### src/core/sscs_pkg.sv
// Purpose: Shared constants and carriers for the strength and carrier-sense block
// Assumes: 20 MHz core clock
// Notes:   State numbers and power-up length are plain defaults
package sscs_pkg;
  localparam int unsigned CORE_CLK_HZ       = 20000000;
  localparam int unsigned GDO_CLK_DIV       = 192;
  localparam int unsigned GDO_HALF_DIV      = GDO_CLK_DIV / 2;
  localparam int unsigned FILT_BASE_CYCLES  = 4;
  localparam int unsigned POWERUP_CYCLES    = 64;
  localparam logic [4:0]  SEL_CARRIER_SENSE = 5'h0e;
  localparam logic [4:0]  SEL_CLK_DIV       = 5'h1e;
  localparam logic [4:0]  SEL_SYNC_FOUND    = 5'h06;
  localparam logic [4:0]  RESET_GDO_SEL     = 5'h1e;
  localparam int unsigned SYNCQ_CS_BIT      = 2;
  localparam logic [7:0]  RESET_STRENGTH    = 8'h80;
  localparam logic [4:0]  STATE_NUM_IDLE    = 5'h01;
  localparam logic [4:0]  STATE_NUM_RX      = 5'h0d;
  localparam logic [4:0]  STATE_NUM_OVF     = 5'h11;

  typedef enum logic [1:0] {
    SSCS_PWRUP,
    SSCS_IDLE,
    SSCS_RX,
    SSCS_OVF
  } sscs_state_e;

  typedef struct packed {
    logic       csAbove;
    logic       syncFound;
    logic [5:0] reserved;
  } sscs_pkt_status_s;

  typedef struct packed {
    logic [2:0] frontAmpGainCeiling;
    logic [1:0] digitalGainCeiling;
    logic [2:0] demodLevelTarget;
  } sscs_gain_cfg_s;
endpackage

### src/core/sscs_strength_cs.sv
// Purpose: Signal strength readout, carrier sense and power-up ready signalling
// Assumes: Chip select and strobes arrive asynchronously; gain/level from same clock
// Notes:   Strength is signed half-dB units
`timescale 1ns/1ns
// Function
// RQ1 - Strength comes from present gain setting plus measured channel level.
// RQ2 - With sync detection, strength updates until sync found, then holds until next receive.
// RQ3 - Strength is two's complement dBm in half-dB steps.
// RQ4 - Update rate is twice bandwidth over eight times two to filter length.
// RQ5 - Appended status byte carries the packet's final strength value.
// RQ6 - Host converts raw readings, subtracting 256, halving, minus offset 74.
// RQ7 - Absolute carrier sense asserts above threshold, deasserts below, with hysteresis.
// RQ8 - Relative carrier sense follows step rises and falls of programmed size.
// RQ9 - Absolute offset field shifts threshold by plus or minus seven dB.
// RQ10 - Relative field disables or selects 6, 10 or 14 dB steps.
// RQ11 - Carrier-sense qualifier allows sync search only above threshold.
// RQ12 - Carrier sense visible on output pin with code 14 and status bit.
// RQ13 - Host lowers front amp ceiling first, then digital ceiling, for strong signals.
// RQ14 - State changes on host strobes or internal events like overflow.
// RQ15 - After reset, output pin zero drives clock divided by 192.
// RQ16 - Host should reprogram output pin zero after reset.
// RQ17 - Ready flag driven on data-out once chip select asserted.
// RQ18 - After reset completes, device idles with oscillator running.
// RQ19 - With stable oscillator, data-out low immediately after chip select low.
// RQ20 - Chip select before ready shows high on data-out, then low.
// RQ21 - Current state number readable as a status value.
// RQ22 - Top bit of sync qualifier mode adds carrier-sense requirement.
// RQ23 - Both conditions re-evaluated per new sample and combined into one output.
module sscs_strength_cs (
  input  wire logic                      core_clk,
  input  wire logic                      reset,
  input  wire logic                      chipSelectLow,
  input  wire logic                      strobeRx,
  input  wire logic                      strobeIdle,
  input  wire logic                      rxOverflow,
  input  wire logic                      syncDetect,
  input  wire logic                      packetEnd,
  input  wire logic [7:0]                rxGainDb,
  input  wire logic [7:0]                channelLevel,
  input  wire sscs_pkg::sscs_gain_cfg_s  gainCfg,
  input  wire logic [3:0]                csAbsoluteOffset,
  input  wire logic [1:0]                csRelativeStepSel,
  input  wire logic [7:0]                csBaseThreshold,
  input  wire logic [1:0]                filterLength,
  input  wire logic [2:0]                syncMode,
  input  wire logic                      appendPacketStatusEn,
  input  wire logic [4:0]                generalOutSelect,
  input  wire logic                      generalOutSelectWr,
  output logic [7:0]                     strengthValue,
  output logic                           carrierSense,
  output logic                           syncSearchEn,
  output logic [7:0]                     statusByte,
  output logic                           statusByteValid,
  output logic                           generalOutPin0,
  output logic                           serialDataOut,
  output logic                           serialDataOutEnLow,
  output logic [4:0]                     radioStateNumber,
  output sscs_pkg::sscs_pkt_status_s     packetStatusReg
);
  sscs_pkg::sscs_state_e stateQ;
  logic [1:0] csnSyncQ, rxSyncQ, idleSyncQ;
  logic       rxPrevQ, idlePrevQ;
  logic [8:0] sampleCntQ;
  logic       sampleTick;
  logic [7:0] rawStrength;
  logic [7:0] prevStrengthQ;
  logic       frozenQ;
  logic       absCsQ, relCsQ;
  logic [6:0] divCntQ;
  logic       divClkQ;
  logic [4:0] gdoSelQ;
  logic [7:0] pupCntQ;
  logic       rxRise, idleRise;
  logic [7:0] csThr, csThrLow, csStep, relUpLim, relDnLim;

  function automatic logic [7:0] sat_add(input logic [7:0] a, input logic [7:0] b);
    logic [8:0] s;
    s = {a[7], a} + {b[7], b};
    if (s[8] != s[7]) sat_add = s[8] ? 8'h80 : 8'h7f;
    else sat_add = s[7:0];
  endfunction

  function automatic logic [7:0] rel_step(input logic [1:0] sel);
    unique case (sel)
      2'h1:    rel_step = 8'h0c;
      2'h2:    rel_step = 8'h14;
      2'h3:    rel_step = 8'h1c;
      default: rel_step = 8'h00;
    endcase
  endfunction

  always_ff @(posedge core_clk) begin
    csnSyncQ  <= reset ? 2'h3 : {csnSyncQ[0], chipSelectLow};
    rxSyncQ   <= reset ? 2'h0 : {rxSyncQ[0], strobeRx};
    idleSyncQ <= reset ? 2'h0 : {idleSyncQ[0], strobeIdle};
    rxPrevQ   <= reset ? 1'b0 : rxSyncQ[1];
    idlePrevQ <= reset ? 1'b0 : idleSyncQ[1];
  end
  assign rxRise   = rxSyncQ[1] & ~rxPrevQ;
  assign idleRise = idleSyncQ[1] & ~idlePrevQ;

  // Power-up sequence then state changes
  always_ff @(posedge core_clk) begin
    if (reset) begin
      stateQ  <= sscs_pkg::SSCS_PWRUP;
      pupCntQ <= 8'h00;
    end else begin
      unique case (stateQ)
        sscs_pkg::SSCS_PWRUP: begin
          pupCntQ <= pupCntQ + 8'h01;
          if (pupCntQ == 8'(sscs_pkg::POWERUP_CYCLES - 1)) stateQ <= sscs_pkg::SSCS_IDLE; // RQ18
        end
        sscs_pkg::SSCS_IDLE: if (rxRise) stateQ <= sscs_pkg::SSCS_RX; // RQ14
        sscs_pkg::SSCS_RX: begin
          if (idleRise) stateQ <= sscs_pkg::SSCS_IDLE; // RQ14
          else if (rxOverflow) stateQ <= sscs_pkg::SSCS_OVF; // RQ14
        end
        sscs_pkg::SSCS_OVF: if (idleRise) stateQ <= sscs_pkg::SSCS_IDLE; // RQ14
      endcase
    end
  end

  always_ff @(posedge core_clk) begin
    if (reset) radioStateNumber <= 5'h00;
    else begin
      unique case (stateQ)
        sscs_pkg::SSCS_PWRUP: radioStateNumber <= 5'h00;
        sscs_pkg::SSCS_IDLE:  radioStateNumber <= sscs_pkg::STATE_NUM_IDLE; // RQ21
        sscs_pkg::SSCS_RX:    radioStateNumber <= sscs_pkg::STATE_NUM_RX; // RQ21
        sscs_pkg::SSCS_OVF:   radioStateNumber <= sscs_pkg::STATE_NUM_OVF; // RQ21
      endcase
    end
  end

  // Sample period 4 * 2^filterLength cycles
  always_ff @(posedge core_clk) begin
    if (reset || stateQ != sscs_pkg::SSCS_RX) sampleCntQ <= 9'h000;
    else if (sampleTick) sampleCntQ <= 9'h000;
    else sampleCntQ <= sampleCntQ + 9'h001;
  end
  assign sampleTick = (stateQ == sscs_pkg::SSCS_RX) &&
                      (sampleCntQ >= 9'((sscs_pkg::FILT_BASE_CYCLES << filterLength) - 1)); // RQ4

  assign rawStrength = sat_add(channelLevel, rxGainDb); // RQ1 RQ3

  // Strength value with freeze on sync
  always_ff @(posedge core_clk) begin
    if (reset) begin
      strengthValue <= sscs_pkg::RESET_STRENGTH;
      prevStrengthQ <= sscs_pkg::RESET_STRENGTH;
      frozenQ       <= 1'b0;
    end else begin
      if (stateQ == sscs_pkg::SSCS_IDLE && rxRise) frozenQ <= 1'b0; // RQ2
      else if (stateQ == sscs_pkg::SSCS_RX && syncDetect && syncMode[1:0] != 2'h0) frozenQ <= 1'b1; // RQ2
      if (sampleTick) begin
        prevStrengthQ <= rawStrength;
        if (!frozenQ) strengthValue <= rawStrength; // RQ2
      end
    end
  end

  // Carrier sense per sample
  assign csThr    = sat_add(csBaseThreshold, {{3{csAbsoluteOffset[3]}}, csAbsoluteOffset, 1'b0}); // RQ9
  assign csThrLow = sat_add(csThr, 8'hfe); // RQ7
  assign csStep   = rel_step(csRelativeStepSel); // RQ10
  assign relUpLim = sat_add(prevStrengthQ, csStep); // RQ8
  assign relDnLim = sat_add(prevStrengthQ, 8'(-csStep)); // RQ8
  always_ff @(posedge core_clk) begin
    if (reset || stateQ != sscs_pkg::SSCS_RX) begin
      absCsQ <= 1'b0;
      relCsQ <= 1'b0;
    end else if (sampleTick) begin
      if ($signed(rawStrength) > $signed(csThr)) absCsQ <= 1'b1; // RQ7 RQ23
      else if ($signed(rawStrength) < $signed(csThrLow)) absCsQ <= 1'b0; // RQ7
      if (csRelativeStepSel == 2'h0) relCsQ <= 1'b0; // RQ10
      else if ($signed(rawStrength) >= $signed(relUpLim)) relCsQ <= 1'b1; // RQ8 RQ23
      else if ($signed(rawStrength) <= $signed(relDnLim)) relCsQ <= 1'b0; // RQ8
    end
  end

  always_ff @(posedge core_clk) begin
    if (reset) begin
      carrierSense    <= 1'b0;
      syncSearchEn    <= 1'b0;
      packetStatusReg <= '0;
    end else begin
      carrierSense <= absCsQ | relCsQ; // RQ23
      syncSearchEn <= (stateQ == sscs_pkg::SSCS_RX) &&
                      (!syncMode[sscs_pkg::SYNCQ_CS_BIT] || absCsQ | relCsQ); // RQ11 RQ22
      packetStatusReg.csAbove   <= absCsQ | relCsQ; // RQ12
      packetStatusReg.syncFound <= frozenQ;
      packetStatusReg.reserved  <= 6'h00;
    end
  end

  always_ff @(posedge core_clk) begin
    if (reset) begin
      statusByte      <= 8'h00;
      statusByteValid <= 1'b0;
    end else begin
      statusByteValid <= packetEnd & appendPacketStatusEn; // RQ5
      if (packetEnd & appendPacketStatusEn) statusByte <= strengthValue; // RQ5
    end
  end

  // Output pin zero selection and divided clock
  always_ff @(posedge core_clk) begin
    if (reset) gdoSelQ <= sscs_pkg::RESET_GDO_SEL; // RQ15
    else if (generalOutSelectWr) gdoSelQ <= generalOutSelect;
  end

  always_ff @(posedge core_clk) begin
    if (reset) begin
      divCntQ <= 7'h00;
      divClkQ <= 1'b0;
    end else if (divCntQ == 7'(sscs_pkg::GDO_HALF_DIV - 1)) begin
      divCntQ <= 7'h00;
      divClkQ <= ~divClkQ; // RQ15
    end else divCntQ <= divCntQ + 7'h01;
  end

  always_ff @(posedge core_clk) begin
    if (reset) generalOutPin0 <= 1'b0;
    else begin
      unique case (gdoSelQ)
        sscs_pkg::SEL_CARRIER_SENSE: generalOutPin0 <= absCsQ | relCsQ; // RQ12
        sscs_pkg::SEL_CLK_DIV:       generalOutPin0 <= ~divClkQ; // RQ15
        sscs_pkg::SEL_SYNC_FOUND:    generalOutPin0 <= frozenQ;
        default:                     generalOutPin0 <= 1'b0;
      endcase
    end
  end

  // Ready indication on serial data-out
  always_ff @(posedge core_clk) begin
    if (reset) begin
      serialDataOut      <= 1'b1;
      serialDataOutEnLow <= 1'b1;
    end else begin
      serialDataOutEnLow <= csnSyncQ[1]; // RQ17
      serialDataOut      <= (stateQ == sscs_pkg::SSCS_PWRUP); // RQ19 RQ20
    end
  end

  a_div_toggle: assert property (@(posedge core_clk) disable iff (reset) // RQ15
    (divCntQ == 7'(sscs_pkg::GDO_HALF_DIV - 1)) |=> (divClkQ != $past(divClkQ)))
    else $error("Divider did not toggle");
  a_ready_low: assert property (@(posedge core_clk) disable iff (reset) // RQ19
    (stateQ == sscs_pkg::SSCS_IDLE) |=> !serialDataOut)
    else $error("Data-out not low when ready");
  a_ready_high: assert property (@(posedge core_clk) disable iff (reset) // RQ20
    (stateQ == sscs_pkg::SSCS_PWRUP) |=> serialDataOut)
    else $error("Data-out not high during power-up");
  a_drive_cs: assert property (@(posedge core_clk) disable iff (reset) // RQ17
    !csnSyncQ[1] |=> !serialDataOutEnLow)
    else $error("Data-out not driven with chip select");
  a_strength_hold: assert property (@(posedge core_clk) disable iff (reset) // RQ2
    (frozenQ && $past(frozenQ)) |-> $stable(strengthValue))
    else $error("Strength changed while frozen");
  a_append_value: assert property (@(posedge core_clk) disable iff (reset) // RQ5
    (packetEnd && appendPacketStatusEn) |=> statusByteValid && statusByte == $past(strengthValue))
    else $error("Appended byte wrong");
  a_cs_combine: assert property (@(posedge core_clk) disable iff (reset) // RQ23
    ##1 carrierSense == ($past(absCsQ) | $past(relCsQ)))
    else $error("Carrier sense not combined");
  a_rel_off: assert property (@(posedge core_clk) disable iff (reset) // RQ10
    (csRelativeStepSel == 2'h0 && sampleTick) |=> !relCsQ)
    else $error("Relative sense active while disabled");
  a_sync_gate: assert property (@(posedge core_clk) disable iff (reset) // RQ11
    (syncMode[2] && !absCsQ && !relCsQ) |=> !syncSearchEn)
    else $error("Sync search without carrier");
  a_state_num: assert property (@(posedge core_clk) disable iff (reset) // RQ21
    (stateQ == sscs_pkg::SSCS_RX) |=> radioStateNumber == sscs_pkg::STATE_NUM_RX)
    else $error("State number mismatch");
  a_abs_set: assert property (@(posedge core_clk) disable iff (reset) // RQ7
    (sampleTick && $signed(rawStrength) > $signed(csThr)) |=> absCsQ)
    else $error("Absolute sense not set above threshold");
  a_abs_clear: assert property (@(posedge core_clk) disable iff (reset) // RQ7
    (sampleTick && $signed(rawStrength) < $signed(csThrLow)) |=> !absCsQ)
    else $error("Absolute sense not cleared below threshold");
  a_rel_set: assert property (@(posedge core_clk) disable iff (reset) // RQ8
    (sampleTick && csRelativeStepSel != 2'h0 && $signed(rawStrength) >= $signed(relUpLim)) |=> relCsQ)
    else $error("Relative sense not set on rise");
  a_rel_clear: assert property (@(posedge core_clk) disable iff (reset) // RQ8
    (sampleTick && csRelativeStepSel != 2'h0 && $signed(rawStrength) < $signed(relUpLim) &&
     $signed(rawStrength) <= $signed(relDnLim)) |=> !relCsQ)
    else $error("Relative sense not cleared on fall");
  a_tick_gap: assert property (@(posedge core_clk) disable iff (reset) // RQ4
    sampleTick |=> !sampleTick)
    else $error("Samples too close together");
  a_rx_entry: assert property (@(posedge core_clk) disable iff (reset) // RQ14
    (stateQ == sscs_pkg::SSCS_IDLE && rxRise) |=> stateQ == sscs_pkg::SSCS_RX)
    else $error("Receive strobe not taken");
  a_ovf_entry: assert property (@(posedge core_clk) disable iff (reset) // RQ14
    (stateQ == sscs_pkg::SSCS_RX && !idleRise && rxOverflow) |=> stateQ == sscs_pkg::SSCS_OVF)
    else $error("Overflow not taken");
  a_pwrup_done: assert property (@(posedge core_clk) disable iff (reset) // RQ18
    (stateQ == sscs_pkg::SSCS_PWRUP && pupCntQ == 8'(sscs_pkg::POWERUP_CYCLES - 1)) |=>
    stateQ == sscs_pkg::SSCS_IDLE)
    else $error("Power-up did not end in idle");
  a_freeze_clear: assert property (@(posedge core_clk) disable iff (reset) // RQ2
    (stateQ == sscs_pkg::SSCS_IDLE && rxRise) |=> !frozenQ)
    else $error("Freeze kept on receive entry");
  a_append_off: assert property (@(posedge core_clk) disable iff (reset) // RQ5
    (packetEnd && !appendPacketStatusEn) |=> !statusByteValid)
    else $error("Status byte appended while disabled");
endmodule

### config.mk
export PLATFORM = sky130hd
export DESIGN_NAME = sscs_strength_cs
export DESIGN_NICKNAME = d
export VERILOG_FILES = /design/src/core/sscs_pkg.sv /design/src/core/sscs_strength_cs.sv
export SDC_FILE = /design/constraint.sdc
export NUM_CORES = 1
export LEC_CHECK = 0
export BUFFER_PORTS_ARGS = -buffer_cell sky130_fd_sc_hd__buf_4
export CAP_MARGIN = 15
export CORE_ASPECT_RATIO = 1.25
export CORE_MARGIN = 10
export CORE_UTILIZATION = 57
export DETAILED_ROUTE_END_ITERATION = 16
export GPL_TIMING_DRIVEN = 0
export PLACE_DENSITY = 0.9
export SYNTH_ARGS = -nofsm -noshare
export SYNTH_HDL_FRONTEND = slang
export SYNTH_SLANG_ARGS = --single-unit
export TNS_END_PERCENT = 5
### constraint.sdc
create_clock -name core_clk -period 8.8 [get_ports core_clk]
set_clock_uncertainty 0.05 [all_clocks]
set_input_delay 1.76 -clock core_clk [delete_from_list [all_inputs] [get_ports core_clk]]
set_output_delay 1.76 -clock core_clk [all_outputs]
set_load 0.005 [all_outputs]
== Word level (Yosys, flattened, before mapping) ==
Cells that the tools add are included.

* Register bits: 85
* Bits in latches: 0
* Bits in writable memories: 0
* Bits in read-only memories: 0
* Word-level logic and storage cells: 115
* Memories: 0

* $add $sub $neg: 10
* Multiply operators: 0
* Divide/modulo/power cells: 0
* Order comparisons: 5
* Eq/ne operators: 21
* Shifts and indexed selects: 1
* Muxes and demuxes: 24
* Bitwise logic cells: 8
* Reduce and logical (&&, ||, !) cells: 20

{| class="wikitable"
|+ Operators with widths
! operator !! count
|-
| $mux 8 || 10
|-
| $pmux 5 s4 || 1
|-
| $add 8x8->9 || 2
|-
| $pmux 5 s3 || 1
|-
| $mux 2 || 5
|-
| $add 8x2->9 const B || 1
|-
| $add 8x5->9 || 1
|-
| $add 8x6->9 || 1
|-
| $add 9x1->9 const B || 1
|-
| $ge 9x9->1 || 1
|-
| $shl 3x2->9 const A || 1
|-
| $sub 9x1->9 const B || 1
|-
| $add 8x1->8 const B || 1
|-
| $eq 2x2->1 const B || 4
|-
| $eq 8x6->1 const B || 1
|-
| $ge 8x8->1 || 1
|-
| $gt 8x8->1 || 1
|-
| $le 8x8->1 || 1
|-
| $lt 8x8->1 || 1
|-
| $ne 2x2->1 const B || 4
|-
| $neg 5->8 || 1
|-
| $pmux 2 s4 || 1
|-
| $add 7x1->7 const B || 1
|-
| $eq 7x7->1 const B || 1
|-
| other kinds (20) || 45
|}

== Depth between registers and ports, before layout ==
Gate-level depths: netlist of run 1.

* Word-level depth: 10
* Mapped depth: 29

== Worst setup path after synthesis of run 1 ==
OpenSTA, ideal clock, no wires.

* Path type: input port to flip-flop
* Start: input csAbsoluteOffset[0]
* End: register absCsQ
* Library setup time: 140 ps
* Arrival: 6619 ps
* Data required time: 8610 ps
* Setup slack: 1990 ps
* Stages on the path: 29
* Cells stage by stage: ha_1 inv_1 fa_1 nor2b_1 o21ai_0 a21boi_0 o21ai_0 nand2b_1 xor2_1 ha_1 clkbuf_1 nand2_1 o21ai_0 ha_1 o311a_1 nand3_1 xor2_1 ha_1 clkbuf_1 nand2_1 a21o_1 o21a_1 ha_1 a21o_1 a21oi_1 nor2_1 a2111oi_0 o31a_1 o32ai_2

* Word-level cells in the longest chain between the ends: 9
* Elaborated cells on any way between the ends: 13

{| class="wikitable"
|+ Ends and longest elaborated chain
! item !! RTL line !! source
|-
| from (decl) || sscs_strength_cs.sv:41 || <nowiki>input wire logic [3:0] csAbsoluteOffset,</nowiki>
|-
| $add 8x5->9 (*) || sscs_strength_cs.sv:78 || <nowiki>s = {a[7], a} + {b[7], b};</nowiki>
|-
| $mux 8 or $ne 1x1->1 (tied branches) || sscs_strength_cs.sv:79 || <nowiki>if (s[8] != s[7]) sat_add = s[8] ? 8'h80 : 8'h7f;</nowiki>
|-
| $mux 8 (*) || sscs_strength_cs.sv:79 ||
|-
| $add 8x2->9 || sscs_strength_cs.sv:78 ||
|-
| $mux 8 or $ne 1x1->1 (tied branches) || sscs_strength_cs.sv:79 ||
|-
| $mux 8 || sscs_strength_cs.sv:79 ||
|-
| $lt 8x8->1 || sscs_strength_cs.sv:174 || <nowiki>else if ($signed(rawStrength) < $signed(csThrLow)) absCsQ <= 1'b0;</nowiki>
|-
| $reduce_bool 2->1 (no line) || - ||
|-
| $reduce_and 2->1 (no line) || - ||
|-
| to (signal assigned) || sscs_strength_cs.sv:170 || <nowiki>absCsQ <= 1'b0;</nowiki>
|-
| to (signal assigned) || sscs_strength_cs.sv:173 || <nowiki>if ($signed(rawStrength) > $signed(csThr)) absCsQ <= 1'b1;</nowiki>
|-
| to (signal assigned) || sscs_strength_cs.sv:174 ||
|-
| to (decl) || sscs_strength_cs.sv:68 || <nowiki>logic absCsQ, relCsQ;</nowiki>
|}

Every way passes the cells marked *; elsewhere a longest branch is shown, timed or not.
A chain may end at the register's enable or synchronous reset.

== Worst setup path after layout of run 1 ==
Ends and elaborated chain as after synthesis.

==> results.toml, run 1 <==
[grt]
grt_max_degree = 14
antenna_found_initial = 0
grt_overflow = 0
grt_pass1_vias = 4933
grt.total_usage_pct = 18.9
grt_pass1_wl_um = 21600

[critical_path]
cp_slowest_cell = "fa_1"
max_stage_delay_ps = 410
worstPathMaxFanout = 10
start_kind = "primary input"
worstRegToRegCells = 22
cp.required_ps = 8950
crit_type = "primary input to flip-flop"
cp.arrival_ps = 7510
critPathCaptureType = "flip-flop"
crit_path_frequent_cell = "ha_1"

[logic_synthesis]
synth.mux.area_fraction_pct = 1.52
syn_avg_cell_area_um2 = 8.40
netlist_instances = 627
ys_seq_area_share_pct = 29.3
netlist.area_leader.share_pct = 29.3
yosys.cell_types.count = 63
synth_fa_ha_area_share_pct = 18.8
yosysWarnings = 0
synth_compound_area_share_pct = 18.9
ys_top_cells_by_count = "dfxtp_1 (77), ha_1 (72), nor2_1 (57)"
synth_top_family_by_area = "simple AND/OR/NAND/NOR gates"
synth_ff_type = "dfxtp_1"
yosysMostFrequentCell = "dfxtp_1"
ys_seq_elements = 77
synth-simple-area-share_pct = 20.5
synth_area_leaders = "dfxtp_1 (29%), ha_1 (17%), a21oi_1 (4.2%)"
synth_largest_area_cell = "dfxtp_1"
synth-async-reset-ratio_pct = 0
synth_edf_count = 0
synth_xor_area_share_pct = 5.66
syn-cell-area_um2 = 5270

[place]
place.detailed.hpwl_um = 10100
io_buffers = 74
post_dp_cell_area_um2 = 6010
gp_congestion = 0.916

[clock_network]
postCtsResizedCells = 0
clock_latency_ps = 340
clockRootBuffer = "clkbuf_16"
cts_max_path_buffers = 2
path_clk_slew_ps = 60
htreeDepth = 3
cts.sinks = 77
post_cts_buffers = 0
cts_tree = "yes"
hold_buffers = 0
numCtsBuffers = 9

[power]
cellLeakagePower_nw = 2.94
peakVddDrop_mv = 0.106
power.density_nw_per_um2 = 183

[outcome]
outcome = "completed"

[routing]
drc = 0
dr.pass1.iters = 5
viasPerCell = 5.65
drt_wl_total_um = 13000
routedWlPerCell_um = 15.3
via_count = 4796
antenna_left = 0
drt_iter0_drc = 248

[sta]
hold_viol = 0
fmax_mhz = 136
finalSetupViolCount = 0
tns_ps = 0
slew_headroom_pct = 23.4
period_share_pct = 83.6
slew_violations = 0
rsz0062_at_grt = "false"
worst_pin_slew_ps = 1140
fin_crit_ps = 7360

[die]
die_h_um = 127
die_area_um2 = 13500
ios = 93
start_util_pct = 58.0
placementRows = 39
coreArea_um2 = 9080
fp.dieW_um = 106

[run]
maxCapViolCount = 0

[cells_and_area]
drive_above_1_share_pct = 16.4
nets = 855
diodes = 0
fin_area_um2 = 6360
syn2layout_area_growth_pct = 20.7

[min_path]
min_path_cells = 1
hold_class = "flip-flop to flip-flop"
critical path: cells and delay by family:
family | cells | cell delay (ps)
AO/OA/AOI/OAI | 12 | 2250
adder cells (fa/ha/maj) | 6 | 1810
buffers and inverters | 4 | 780
AND/OR/NAND/NOR | 6 | 660
XOR/XNOR | 2 | 260
layer usage:
layer	GRT usage [%]	wire length, um
met5	0	0
met2	34.9	6790
met3	4.38	744
met4	8.86	330
met1	19.7	5100
state kept, by name, indices dropped and copies added (netlist names):
signal and cells:
sampleCntQ 9, prevStrengthQ 8, pupCntQ 8, statusByte 8
strengthValue 8, divCntQ 7, gdoSelQ 5, radioStateNumber 3
csnSyncQ 2, idleSyncQ 2, packetStatusReg 2, rxSyncQ 2
stateQ 2, absCsQ 1, divClkQ 1, frozenQ 1
generalOutPin0 1, idlePrevQ 1, relCsQ 1, rxPrevQ 1
serialDataOut 1, serialDataOutEnLow 1, statusByteValid 1, syncSearchEn 1
cell families (layout without fill, tap and decap cells):
| logic type | Yosys count | in the layout |
|---|---|---|
| AND/OR/NAND/NOR | 216 | 216 |
| AO/OA/AOI/OAI | 149 | 149 |
| adder cells (fa/ha/maj) | 77 | 77 |
| flip-flops | 77 | 77 |
| buffers and inverters | 65 | 155 |
| XOR/XNOR | 34 | 34 |
| multiplexers | 8 | 8 |
| other | 1 | 10 |
power by group:
| part | internal (mW) | total, mW | leakage, nW | switching [mW] |
|---|---|---|---|---|
| Combinational | 0.165 | 0.374 | 2.14 | 0.209 |
| Clock | 0.284 | 0.426 | 0.173 | 0.142 |
| Sequential | 0.356 | 0.360 | 0.626 | 0.00375 |
path summary, 6_finish.rpt:
path / from / endpoint / slack, ps
min: csnSyncQ[0]$_SDFF_PP1_ / csnSyncQ[1]$_SDFF_PP1_ / 360
max reg2reg: prevStrengthQ[2]$_SDFFE_PP0P_ / relCsQ$_SDFFE_PP0P_ / 4180
max: csAbsoluteOffset[0] / absCsQ$_SDFFE_PP0P_ / 1440
min reg2reg: csnSyncQ[0]$_SDFF_PP1_ / csnSyncQ[1]$_SDFF_PP1_ / 360
final cells by class:
type | instances | area [um^2]
multi-input combinational | 494 | 3480
fill | 696 | 2720
sequential | 77 | 1540
timing repair buffer | 74 | 556
clock buffer | 10 | 239
tap | 123 | 154
inverter | 39 | 146
buffer | 26 | 133
clock inverter | 6 | 109
cells in the final DEF, fill, tap and decap left out, types with 19 or more instances in the layout:
master / Yosys / layout
nor2b_1: 23 / 23
buf_4: 9 / 83
dfxtp_1: 77 / 77
nand2_1: 49 / 49
o21ai_0: 27 / 27
inv_1: 39 / 39
a21oi_1: 44 / 44
xor2_1: 19 / 19
nor2_1: 57 / 57
ha_1: 72 / 72
nand3_1: 25 / 25
through the flow:
step	hold slack, ps	power, mW	cells	utilization [%]	worst slack [ps]
CTS	369	1.16	849	70.0	1550
global placement	342	0.711	833	66.2	1330
detailed placement	355	0.736	833	66.2	1210
finish	362	1.16	849	70.0	1440
floorplan	339	0.640	636	-	1990
global route	371	1.23	849	70.0	962
(Power assumes the default switching activity.)
==> run 2: changes to the inputs <==
clock period = 7.43 ns   (was 8.8 ns; I/O delays follow)
==> run 2 against run 1 <==
Effect of this change:
- die area unchanged
- first-iteration DRC count up 4.0%
- wire length about the same
- worst setup slack worse by 860 ps
- non-clock buffer count down 1
- global-route usage unchanged
- sequential power up 18%
- worst hold slack about the same
- design area about the same
==> results.toml, run 2 (synthesized netlist as in run 1, its figures left out) <==
[routing]
via_count = 4786
drc = 0
drt_iter0_drc = 258
antenna_left = 0
dr.pass1.iters = 5
viasPerCell = 5.64
routedWlPerCell_um = 15.3
drt_wl_total_um = 13000

[place]
place.detailed.hpwl_um = 10100
io_buffers = 74
gp_congestion = 0.916
post_dp_cell_area_um2 = 6010

[run]
maxCapViolCount = 0

[critical_path]
path_delay_family = "compound AO/OA/AOI/OAI gates"
worstPathMaxFanout = 13
max_stage_delay_ps = 520
worstRegToRegCells = 22
cp_slowest_cell = "ha_1"
path_buf_inv = 3
start_kind = "primary input"
cp.arrival_ps = 7000
crit_type = "primary input to flip-flop"
worstSetupPathDepth = 29
critPathCaptureType = "flip-flop"
crit_path_frequent_cell = "ha_1"
cp.required_ps = 7580

[clock_network]
postCtsResizedCells = 0
cts_max_path_buffers = 2
clockRootBuffer = "clkbuf_16"
cts.sinks = 77
htreeDepth = 3
clock_latency_ps = 340
cts_tree = "yes"
path_clk_slew_ps = 60
numCtsBuffers = 9

[sta]
slew_headroom_pct = 25.2
rsz0062_at_grt = "false"
fin_crit_ps = 6840
finalSetupViolCount = 0
worst_pin_slew_ps = 1110
hold_ws_ps = 362
period_share_pct = 92.1
fmax_mhz = 146
hold_viol = 0
slew_violations = 0
tns_ps = 0

[cells_and_area]
syn2layout_area_growth_pct = 20.7
drive_above_1_share_pct = 16.4
largest_reg_flops = 9
largest-register = "sampleCntQ"
fin_area_um2 = 6350
diodes = 0
final_common_cell = "buf_4"
utilization_pct = 70.0
layout_common_cells = "buf_4 (83), dfxtp_1 (77), ha_1 (72)"
nets = 854

[grt]
antenna_found_initial = 0
grt_pass1_vias = 4933
grt_overflow = 0
grt_max_degree = 14
grt.total_usage_pct = 18.9
grt_pass1_wl_um = 21600

[die]
fp.dieW_um = 106
start_util_pct = 58.0
coreArea_um2 = 9080
die_h_um = 127
placementRows = 39
die_area_um2 = 13500
ios = 93

[power]
cellLeakagePower_nw = 2.94
peakVddDrop_mv = 0.126
power.density_nw_per_um2 = 216

[outcome]
outcome = "completed"

[min_path]
hold_class = "flip-flop to flip-flop"
min_path_cells = 1
-- run 2: final cells by class --
type	count	area [um^2]
Sequential cell	77	1540
Fill cell	698	2720
Multi-Input combinational cell	494	3480
Buffer	25	129
Timing Repair Buffer	74	556
Clock buffer	10	239
Inverter	39	146
Clock inverter	6	109
Tap cell	123	154
-- run 2: final timing paths --
check                                                   start                      to  slack [ps]
worst max register to register  prevStrengthQ[2]$_SDFFE_PP0P_     relCsQ$_SDFFE_PP0P_        2800
worst max-delay path                      csAbsoluteOffset[0]     absCsQ$_SDFFE_PP0P_         590
worst min-delay path                   csnSyncQ[0]$_SDFF_PP1_  csnSyncQ[1]$_SDFF_PP1_         360
worst min register to register         csnSyncQ[0]$_SDFF_PP1_  csnSyncQ[1]$_SDFF_PP1_         360
-- run 2: repair_timing --
| action | CTS | global route |
|---|---|---|
| setup endpoints to repair | 0 | 1 |
| buffers inserted | 0 | 0 |
| hold buffers | 0 | 0 |
-- run 2: layer usage --
metal / track usage [%] / up-vias / routed length [um] / share of wire (%)
met1: 19.7 / 2237 / 5120 / 39
met5: 0 / - / 0 / 0
met3: 4.38 / 23 / 750 / 5.8
met4: 8.86 / 0 / 286 / 2.2
li1: - / 2363 / - / -
met2: 34.9 / 163 / 6810 / 53
-- run 2: report_power, final --
part	leakage (nW)	switching, mW	internal [mW]	total, mW
Clock	0.173	0.168	0.337	0.505
Sequential	0.626	0.00443	0.422	0.426
Combinational	2.14	0.247	0.195	0.442
-- run 2: metrics by stage --
| step | power, mW | std cells | setup WS [ps] |
|---|---|---|---|
| 5_1_grt | 1.46 | 848 | 30.6 |
| 2_1_floorplan | 0.758 | 636 | 894 |
| 3_3_place_gp | 0.842 | 833 | 238 |
| 4_1_cts | 1.37 | 849 | 452 |
| 3_5_place_dp | 0.871 | 833 | 112 |
| 6_report | 1.37 | 848 | 585 |
